===== src/core/hvb_consts.svh =====
// constants for the high-voltage pin interrupt enable bank
// assumes: included by bare name from the package and the design modules
`ifndef HVB_CONSTS_SVH
`define HVB_CONSTS_SVH

// ****************************************
// register addresses (7-bit serial address)
// ****************************************
`define HVB_ADDR_B0_EDGE_EN 7'h37
`define HVB_ADDR_B0_FAULT_EN 7'h38
`define HVB_ADDR_B1_EDGE_EN 7'h47
`define HVB_ADDR_B1_FAULT_EN 7'h48
`define HVB_ADDR_B0_EDGE_PEND 7'h64
`define HVB_ADDR_B0_FAULT_PEND 7'h65
`define HVB_ADDR_B1_EDGE_PEND 7'h66
`define HVB_ADDR_B1_FAULT_PEND 7'h67

// ****************************************
// reset and mode defaults
// ****************************************
`define HVB_EN_RESET 8'h00
`define HVB_PEND_RESET 8'h00
`define HVB_FSP_EDGE_EN 8'hAA
`define HVB_FSP_FAULT_EN 8'h00
`define HVB_UNMAPPED_READ 8'h00

// ****************************************
// serial frame layout
// ****************************************
`define HVB_FRAME_BITS 5'd16
`define HVB_HDR_BITS 5'd8
`define HVB_HDR_LAST 5'd7
`define HVB_CNT_SAT 5'd17
`define HVB_RO_BIT 8
`define HVB_ADDR_MSB 15
`define HVB_ADDR_LSB 9

`endif


===== src/core/hvb_pkg.sv =====
// types shared by the pin interrupt enable bank and its serial port
// assumes: hvb_consts.svh is on the include path
package hvb_pkg;
  `include "hvb_consts.svh"

  // ****************************************
  // operating modes announced on entry
  // ****************************************
  typedef enum logic [2:0] {
    mode_off,
    mode_forced_normal,
    mode_standby,
    mode_normal,
    mode_sleep,
    mode_reset,
    mode_overload,
    mode_fsp
  } hvb_mode_t;

  // ****************************************
  // one-cycle event pulses, laid out as the registers
  // ****************************************
  typedef struct packed {
    logic [7:0] b0_transition;
    logic [7:0] b0_fault;
    logic [7:0] b1_transition;
    logic [7:0] b1_fault;
  } hvb_pin_events_t;

  // ****************************************
  // completed serial write
  // ****************************************
  typedef struct packed {
    logic wr;
    logic [6:0] addr;
    logic [7:0] data;
  } hvb_spi_req_t;
endpackage : hvb_pkg


===== src/core/hvb_spi_slave.sv =====
// serial peripheral slave: 16-bit frames, address, read-only flag, data
// assumes: sck idle low, sdi sampled on sck fall, sdo changes on sck rise
`timescale 1ns/10ps
`include "hvb_consts.svh"
module hvb_spi_slave import hvb_pkg::*; (
  // clock and reset
  input wire logic clk,
  input wire logic sys_rst,
  // pins
  input wire logic spi_sck,
  input wire logic spi_cs_n,
  input wire logic spi_sdi,
  output logic spi_sdo,
  output logic spi_sdo_oe,
  // register side
  output logic [6:0] rd_addr,
  input wire logic [7:0] rd_data,
  output hvb_spi_req_t wr_req
);
  logic sck_s1, sck_s2, sck_d;
  logic cs_n_s1, cs_n_s2, cs_n_d;
  logic sdi_s1, sdi_s2;
  logic [4:0] bit_cnt;
  logic [15:0] rx_sr;
  logic [7:0] rd_latch;
  logic sck_rise, sck_fall, frame_start, frame_end, cs_active;

  // ****************************************
  // pin synchronisers
  // ****************************************
  always_ff @(posedge clk) begin
    if (sys_rst) begin
      {sck_s1, sck_s2, sck_d} <= 3'h0;
      {cs_n_s1, cs_n_s2, cs_n_d} <= 3'h7;
      {sdi_s1, sdi_s2} <= 2'h0;
    end else begin
      {sck_s1, sck_s2, sck_d} <= {spi_sck, sck_s1, sck_s2};
      {cs_n_s1, cs_n_s2, cs_n_d} <= {spi_cs_n, cs_n_s1, cs_n_s2};
      {sdi_s1, sdi_s2} <= {spi_sdi, sdi_s1};
    end
  end

  assign cs_active = ~cs_n_s2;
  assign sck_rise = sck_s2 & ~sck_d & cs_active;
  assign sck_fall = ~sck_s2 & sck_d & cs_active;
  assign frame_start = cs_n_d & ~cs_n_s2;
  assign frame_end = ~cs_n_d & cs_n_s2;
  assign spi_sdo_oe = cs_active;
  assign rd_addr = rx_sr[6:0];

  // ****************************************
  // receive side
  // ****************************************
  always_ff @(posedge clk) begin
    if (sys_rst || frame_start) begin
      bit_cnt <= 5'h0;
      rx_sr <= 16'h0000;
    end else if (sck_fall) begin
      rx_sr <= {rx_sr[14:0], sdi_s2};
      // count saturates so overlong frames are rejected at the end
      if (bit_cnt != `HVB_CNT_SAT) begin
        bit_cnt <= bit_cnt + 5'h1;
      end
    end
  end

  // ****************************************
  // transmit side: zeros in the header, register data after it
  // ****************************************
  always_ff @(posedge clk) begin
    if (sys_rst || frame_start) begin
      rd_latch <= 8'h00;
    end else if (sck_fall && bit_cnt == `HVB_HDR_LAST) begin
      rd_latch <= rd_data;
    end
  end

  always_ff @(posedge clk) begin
    if (sys_rst || frame_start) begin
      spi_sdo <= 1'b0;
    end else if (sck_rise) begin
      if (bit_cnt >= `HVB_HDR_BITS && bit_cnt < `HVB_FRAME_BITS) begin
        spi_sdo <= rd_latch[3'(5'd15 - bit_cnt)];
      end else begin
        spi_sdo <= 1'b0;
      end
    end
  end

  // ****************************************
  // write commit: only a whole 16-bit frame with read-only clear
  // ****************************************
  always_ff @(posedge clk) begin
    if (sys_rst) begin
      wr_req <= '0;
    end else begin
      wr_req.wr <= frame_end && bit_cnt == `HVB_FRAME_BITS && !rx_sr[`HVB_RO_BIT];
      wr_req.addr <= rx_sr[`HVB_ADDR_MSB:`HVB_ADDR_LSB];
      wr_req.data <= rx_sr[7:0];
    end
  end
endmodule : hvb_spi_slave


===== src/core/hvb_irq_enable_bank.sv =====
// interrupt enable and pending bank for eight high-voltage pins in two banks
// assumes: event pulses come from logic on clk; mode entry is a one-cycle pulse
//
// Notes on behaviour
// - register 37h enables falling (odd bit) and rising (even bit) edge events of pins 4..1.
// - register 38h enables short (odd bit) and open-load (even bit) faults of pins 4..1.
// - register 47h is the edge enable for pins 8..5 with the bank-0 layout.
// - register 48h is the fault enable for pins 8..5 with the bank-0 layout.
// - every enable bit reads back what was written; one lets its event interrupt, zero blocks it.
// - entering off or fail-safe mode reloads the enable and pending bits with that mode's defaults; other modes keep them.
// - registers 64h..67h hold pending flags in the same layouts as the enables.
`timescale 1ns/10ps
`include "hvb_consts.svh"
module hvb_irq_enable_bank import hvb_pkg::*; (
  // clock and reset
  input wire logic clk,
  input wire logic sys_rst,
  // serial port pins
  input wire logic spi_sck,
  input wire logic spi_cs_n,
  input wire logic spi_sdi,
  output logic spi_sdo,
  output logic spi_sdo_oe,
  // mode control
  input wire logic mode_enter,
  input wire hvb_mode_t mode_sel,
  // pin event pulses
  input wire hvb_pin_events_t pin_events,
  // interrupt
  output logic irq_req,
  output logic [31:0] irq_active_vec
);
  localparam int NREG = 4;

  logic [7:0] en_reg [0:NREG-1];
  logic [7:0] pend_reg [0:NREG-1];
  logic [7:0] pend_next [0:NREG-1];
  logic [7:0] ev [0:NREG-1];
  logic [6:0] rd_addr;
  logic [7:0] rd_data;
  hvb_spi_req_t wr_req;
  logic mode_clear;
  logic irq_next;
  logic [31:0] active_next;
  logic [2:0] wr_en_dec;
  logic [2:0] wr_pend_dec;
  logic [2:0] rd_en_dec;
  logic [2:0] rd_pend_dec;
  logic en_wr_hit;
  logic wr_pend_hit;
  logic [7:0] clr_mask [0:NREG-1];

  // ****************************************
  // address decoding
  // ****************************************
  // returns {hit, index} for an enable register address
  function automatic logic [2:0] en_decode(input logic [6:0] addr);
    case (addr)
      `HVB_ADDR_B0_EDGE_EN: en_decode = 3'h4;
      `HVB_ADDR_B0_FAULT_EN: en_decode = 3'h5;
      `HVB_ADDR_B1_EDGE_EN: en_decode = 3'h6;
      `HVB_ADDR_B1_FAULT_EN: en_decode = 3'h7;
      default: en_decode = 3'h0;
    endcase
  endfunction : en_decode

  // returns {hit, index} for a pending register address
  function automatic logic [2:0] pend_decode(input logic [6:0] addr);
    case (addr)
      `HVB_ADDR_B0_EDGE_PEND: pend_decode = 3'h4;
      `HVB_ADDR_B0_FAULT_PEND: pend_decode = 3'h5;
      `HVB_ADDR_B1_EDGE_PEND: pend_decode = 3'h6;
      `HVB_ADDR_B1_FAULT_PEND: pend_decode = 3'h7;
      default: pend_decode = 3'h0;
    endcase
  endfunction : pend_decode

  // ****************************************
  // decoded addresses, shared by the write and read paths
  // ****************************************
  // one decode per bus keeps the read mux and the write strobes in step
  assign wr_en_dec = en_decode(wr_req.addr);
  assign wr_pend_dec = pend_decode(wr_req.addr);
  assign rd_en_dec = en_decode(rd_addr);
  assign rd_pend_dec = pend_decode(rd_addr);
  assign en_wr_hit = wr_req.wr && wr_en_dec[2];
  assign wr_pend_hit = wr_req.wr && wr_pend_dec[2];

  // ****************************************
  // serial port
  // ****************************************
  // writes land a few cycles after chip select rises, behind the synchronisers
  hvb_spi_slave u_spi (
    .clk(clk),
    .sys_rst(sys_rst),
    .spi_sck(spi_sck),
    .spi_cs_n(spi_cs_n),
    .spi_sdi(spi_sdi),
    .spi_sdo(spi_sdo),
    .spi_sdo_oe(spi_sdo_oe),
    .rd_addr(rd_addr),
    .rd_data(rd_data),
    .wr_req(wr_req)
  );

  // ****************************************
  // event vector in register order
  // ****************************************
  assign ev[0] = pin_events.b0_transition;
  assign ev[1] = pin_events.b0_fault;
  assign ev[2] = pin_events.b1_transition;
  assign ev[3] = pin_events.b1_fault;

  // off and fail-safe both force pending flags low on entry
  assign mode_clear = mode_enter && (mode_sel == mode_off || mode_sel == mode_fsp);

  // ****************************************
  // enable registers
  // ****************************************
  // mode entry outranks a serial write landing in the same cycle
  always_ff @(posedge clk) begin
    if (sys_rst) begin
      for (int i = 0; i < NREG; i++) begin
        en_reg[i] <= `HVB_EN_RESET;
      end
    end else if (mode_enter) begin
      case (mode_sel)
        mode_off: begin
          for (int i = 0; i < NREG; i++) begin
            en_reg[i] <= `HVB_EN_RESET;
          end
        end
        mode_fsp: begin
          en_reg[0] <= `HVB_FSP_EDGE_EN;
          en_reg[1] <= `HVB_FSP_FAULT_EN;
          en_reg[2] <= `HVB_FSP_EDGE_EN;
          en_reg[3] <= `HVB_FSP_FAULT_EN;
        end
        default: begin
          // other modes leave the enables as software set them
        end
      endcase
    end else if (en_wr_hit) begin
      en_reg[wr_en_dec[1:0]] <= wr_req.data;
    end
  end

  // ****************************************
  // pending registers: write one to clear
  // ****************************************
  // clear masks are zero unless a write hits that pending register
  // a zero bit in the written byte leaves its flag alone
  always_comb begin
    for (int i = 0; i < NREG; i++) begin
      clr_mask[i] = 8'h00;
      if (wr_pend_hit && wr_pend_dec[1:0] == 2'(i)) begin
        clr_mask[i] = wr_req.data;
      end
    end
  end

  // a new event in the clearing cycle survives: set beats clear
  always_comb begin
    for (int i = 0; i < NREG; i++) begin
      if (mode_clear) begin
        pend_next[i] = ev[i];
      end else begin
        pend_next[i] = (pend_reg[i] & ~clr_mask[i]) | ev[i];
      end
    end
  end

  always_ff @(posedge clk) begin
    if (sys_rst) begin
      for (int i = 0; i < NREG; i++) begin
        pend_reg[i] <= `HVB_PEND_RESET;
      end
    end else begin
      for (int i = 0; i < NREG; i++) begin
        pend_reg[i] <= pend_next[i];
      end
    end
  end

  // ****************************************
  // read mux
  // ****************************************
  // unmapped addresses read zero rather than stalling the frame
  always_comb begin
    if (rd_en_dec[2]) begin
      rd_data = en_reg[rd_en_dec[1:0]];
    end else if (rd_pend_dec[2]) begin
      rd_data = pend_reg[rd_pend_dec[1:0]];
    end else begin
      rd_data = `HVB_UNMAPPED_READ;
    end
  end

  // ****************************************
  // interrupt request
  // ****************************************
  // computed from the registered flags so it never glitches
  // costs one cycle of latency after a flag or enable changes
  always_comb begin
    active_next = 32'h0000_0000;
    for (int i = 0; i < NREG; i++) begin
      // a zero enable bit masks its flag but leaves it pending
      active_next[8*i +: 8] = pend_reg[i] & en_reg[i];
    end
    irq_next = |active_next;
  end

  always_ff @(posedge clk) begin
    if (sys_rst) begin
      irq_req <= 1'b0;
      irq_active_vec <= 32'h0000_0000;
    end else begin
      irq_req <= irq_next;
      irq_active_vec <= active_next;
    end
  end
endmodule : hvb_irq_enable_bank


===== config.mk =====
export PLATFORM = sky130hd
export DESIGN_NAME = hvb_irq_enable_bank
export DESIGN_NICKNAME = d
export VERILOG_FILES = /design/src/core/hvb_pkg.sv /design/src/core/hvb_spi_slave.sv /design/src/core/hvb_irq_enable_bank.sv
export VERILOG_INCLUDE_DIRS = /design/src /design/src/core
export SDC_FILE = /design/constraint.sdc
export NUM_CORES = 1
export LEC_CHECK = 0
export BUFFER_PORTS_ARGS = -buffer_cell sky130_fd_sc_hd__buf_2
export CORE_MARGIN = 4
export CORE_UTILIZATION = 45
export CTS_CLUSTER_DIAMETER = 30
export CTS_CLUSTER_SIZE = 24
export DETAILED_ROUTE_END_ITERATION = 6
export PLACE_DENSITY_LB_ADDON = 0.3
export SYNTH_ARGS = -nofsm -noshare
export SYNTH_HDL_FRONTEND = slang
export SYNTH_SLANG_ARGS = --single-unit

===== constraint.sdc =====
create_clock -name clk -period 2.5 [get_ports clk]
set_clock_uncertainty 0.2 [all_clocks]
set_input_delay 0.75 -clock clk [delete_from_list [all_inputs] [get_ports clk]]
set_output_delay 0.75 -clock clk [all_outputs]
set_load 0.005 [all_outputs]

==> results.md <==
- Grt ovf: 0
- CTS tree: yes
- # fillers: 1120
- Req. time, crit path: 2.59 ns
- Count leader, synth: dfxtp_1
- Final wirelength: 17700 um
- Ant diodes: 0
- First-pass detailed-route iteration total: 6
- Mean post-synth cell area: 10.0 sq um
- Crit path DAT: 2.32 ns
- Hold buffers post-CTS: 0
- Initial DRC count: 511
- CORE AREA: 12800 sq um
- HP Start: u_spi.cs_n_s1
- Port bufs: 75
- Gpl congestion: 0.963
- Post-synth top area share: 39.9%
- Post-synthesis cell type count: 46
- Power per standard cell area: 782 nW/um^2
- Area leader, netlist: dfxtp_1
- Antenna viol nets, final: 0
- Die Wd: 123 um
- P_int: 4.46 mW
- Synth Instances: 597
- RSZ-0062 raised after global routing: false
- Critical Path Start: u_spi.rx_sr[3]
- Die Y: 123 um
- Via density: 5.94
- Final setup viols: 0
- Critical Path Source Type: flip-flop
- Leak: 2.84 nW
- Net Switching: 1.21 mW
- Tightest Pin Transition: 0.922 ns
- Period utilization: 89.1%
- Drt drc: 0
- Pwr Total: 5.67 mW
- Async set-reset flop share out of synthesis: 0%
- Synth area leaders: dfxtp_1 40%, edfxtp_1 16%, nor2_1 5.0%
- Reg clk slew, reported paths: 0.06 ns
- I/O pins: 76
- CP Class: reg2reg
- CTS Root Cell: clkbuf_16
- Die area: 15200 sq um
- Htree depth: 4
- Number of global-route vias before repair: 4947
- Antenna violations before repair: 0
- Vias: 5103
- Global-route wire length before repair: 27000 um
- Fmax: 449 MHz
- Post-Syn Area: 5970 sq um
- Peak supply drop: 0.686 mV
- Worst-Skew Late Latency: 0.43 ns
- Sw Ratio: 21.3%
- Wirelength per Cell: 20.6 um
- Post-layout nets: 718
- Fraction of layout cells with a size suffix above 1: 21.1%
- Number of flops mapped to enable cells by yosys: 32
- Slew headroom: 38.4%
- Sequential fraction of design power: 47.0%
- Comb pwr share: 4.3%
- Fin. Hold Viols: 0
- Clock power frac: 48.6%
- Ys flop type: dfxtp_1
- Status: completed
- Seq cells post-synth: 151
- Fin util: 56.5%
- Largest net degree at the start of global routing: 43
- Crit. End Element: flip-flop
- Synth warn: 0
- CTS Buf Count: 17
- Syn_nets: 641
- HPWL Detailed: 12800 um
- Max Slew Vio Count: 0
- Post_cts resized: 0
- Worst hold-check path type: reg2reg
- Sequential area share after synthesis: 56.0%
- MaxCap Viol Count: 0
- Tmin final: 2.23 ns
- Num Clock Sinks: 151
- Post CTS Setup Buffer Count: 0
- Initial Utilization: 46.6%
- GRT Total Usage: 24.1%
- Longest Clk Path Bufs: 2
- Top cell types by occurrence after synthesis: 119 x dfxtp_1, 80 x nor2_1, 65 x nand2_1, 42 x nand4_1, 41 x a31oi_1
- TNS Setup: 0 ns
- Area growth syn-to-layout: 21.4%
- Site row count: 41
- Largest fanout on the critical path: 12
- RR Startpoint: u_spi.rx_sr[3]
## stage by stage
step | hold WS [ns] | cells | cell area, sq um | worst slack (ns)
2_1_floorplan | 0.189 | 597 | 5970 | 0.229
3_3_place_gp | 0.193 | 827 | 6590 | 0.282
3_5_place_dp | 0.196 | 827 | 6590 | 0.247
4_1_cts | 0.211 | 859 | 7250 | 0.290
5_1_grt | 0.247 | 859 | 7250 | 0.172
6_report | 0.207 | 859 | 7250 | 0.271
## worst max-delay path: stages, from the launching register on
cell and delay, ns:
dfxtp_1 0.42, or4b_1 0.70, o32a_1 0.41, o221ai_1 0.25, a31oi_1 0.11
## area by class of cell
cell class	instances	area (sq um)	share of cell area, %
Sequential cell	151	3340	46.1
Multi-Input combinational cell	401	2470	34.1
Timing Repair Buffer	97	541	7.46
Clock buffer	23	520	7.18
Tap cell	172	215	2.97
Clock inverter	9	133	1.83
Inverter	6	22.5	0.311
## cells by family after synthesis
| logic type | count (synthesis) | share of synthesized area (%) |
|---|---|---|
| and+or+nand+nor | 264 | 22.2 |
| DFF | 151 | 56.0 |
| AOI/OAI and AO/OA | 118 | 13.1 |
| buffers and inverters | 45 | 3.00 |
| muxes | 12 | 4.51 |
| xor gates and xnor gates | 4 | 0.587 |
| adders and majority gates | 3 | 0.629 |
## routing by layer
metal / vias up / track usage [%] / share of wire, %
li1: 2335 / - / -
met1: 2437 / 29.1 / 40
met2: 271 / 37.7 / 45
met3: 60 / 8.01 / 10
met4: 0 / 13.6 / 4.8
met5: - / 0 / 0
## layout by cell type (no fill, tap or decap), types with 3 or more instances in the layout
cell and count:
and2_1 26, o32a_1 8, o221ai_1 16, clkbuf_16 19
nand4b_1 4, mux4_4 6, a31oi_1 41, ha_1 3
dfxtp_1 119, clkbuf_8 3, nand2b_1 3, a21oi_1 28
nand2_1 65, nand4_1 42, or2_2 3, edfxtp_1 32
buf_2 75, a21o_1 9, o21ai_0 12, nor4b_1 3
nor2b_1 21, bufinv_16 3, inv_1 6, buf_4 22
nor2_1 80
## worst paths after layout
| path | end | slack (ns) | cells after the start |
|---|---|---|---|
| max | u_spi.rd_latch[5] | 0.27 | 4 |
| min | u_spi.cs_n_s2 | 0.21 | 1 |
| max reg2reg | u_spi.rd_latch[5] | 0.27 | 4 |
| min reg2reg | u_spi.cs_n_s2 | 0.21 | 1 |
## power by group through the flow
| stage | combinational (mW) | sequential (mW) | clock (mW) |
|---|---|---|---|
| 5_1_grt | 0.268 | 2.67 | 2.91 |
| 3_3_place_gp | 0.236 | 2.71 | 0 |
| 2_1_floorplan | 0.140 | 2.67 | 0 |
| 3_5_place_dp | 0.243 | 2.71 | 0 |
| 6_report | 0.245 | 2.67 | 2.76 |
| 4_1_cts | 0.244 | 2.66 | 2.78 |
Power figures use the tool's default switching activity.
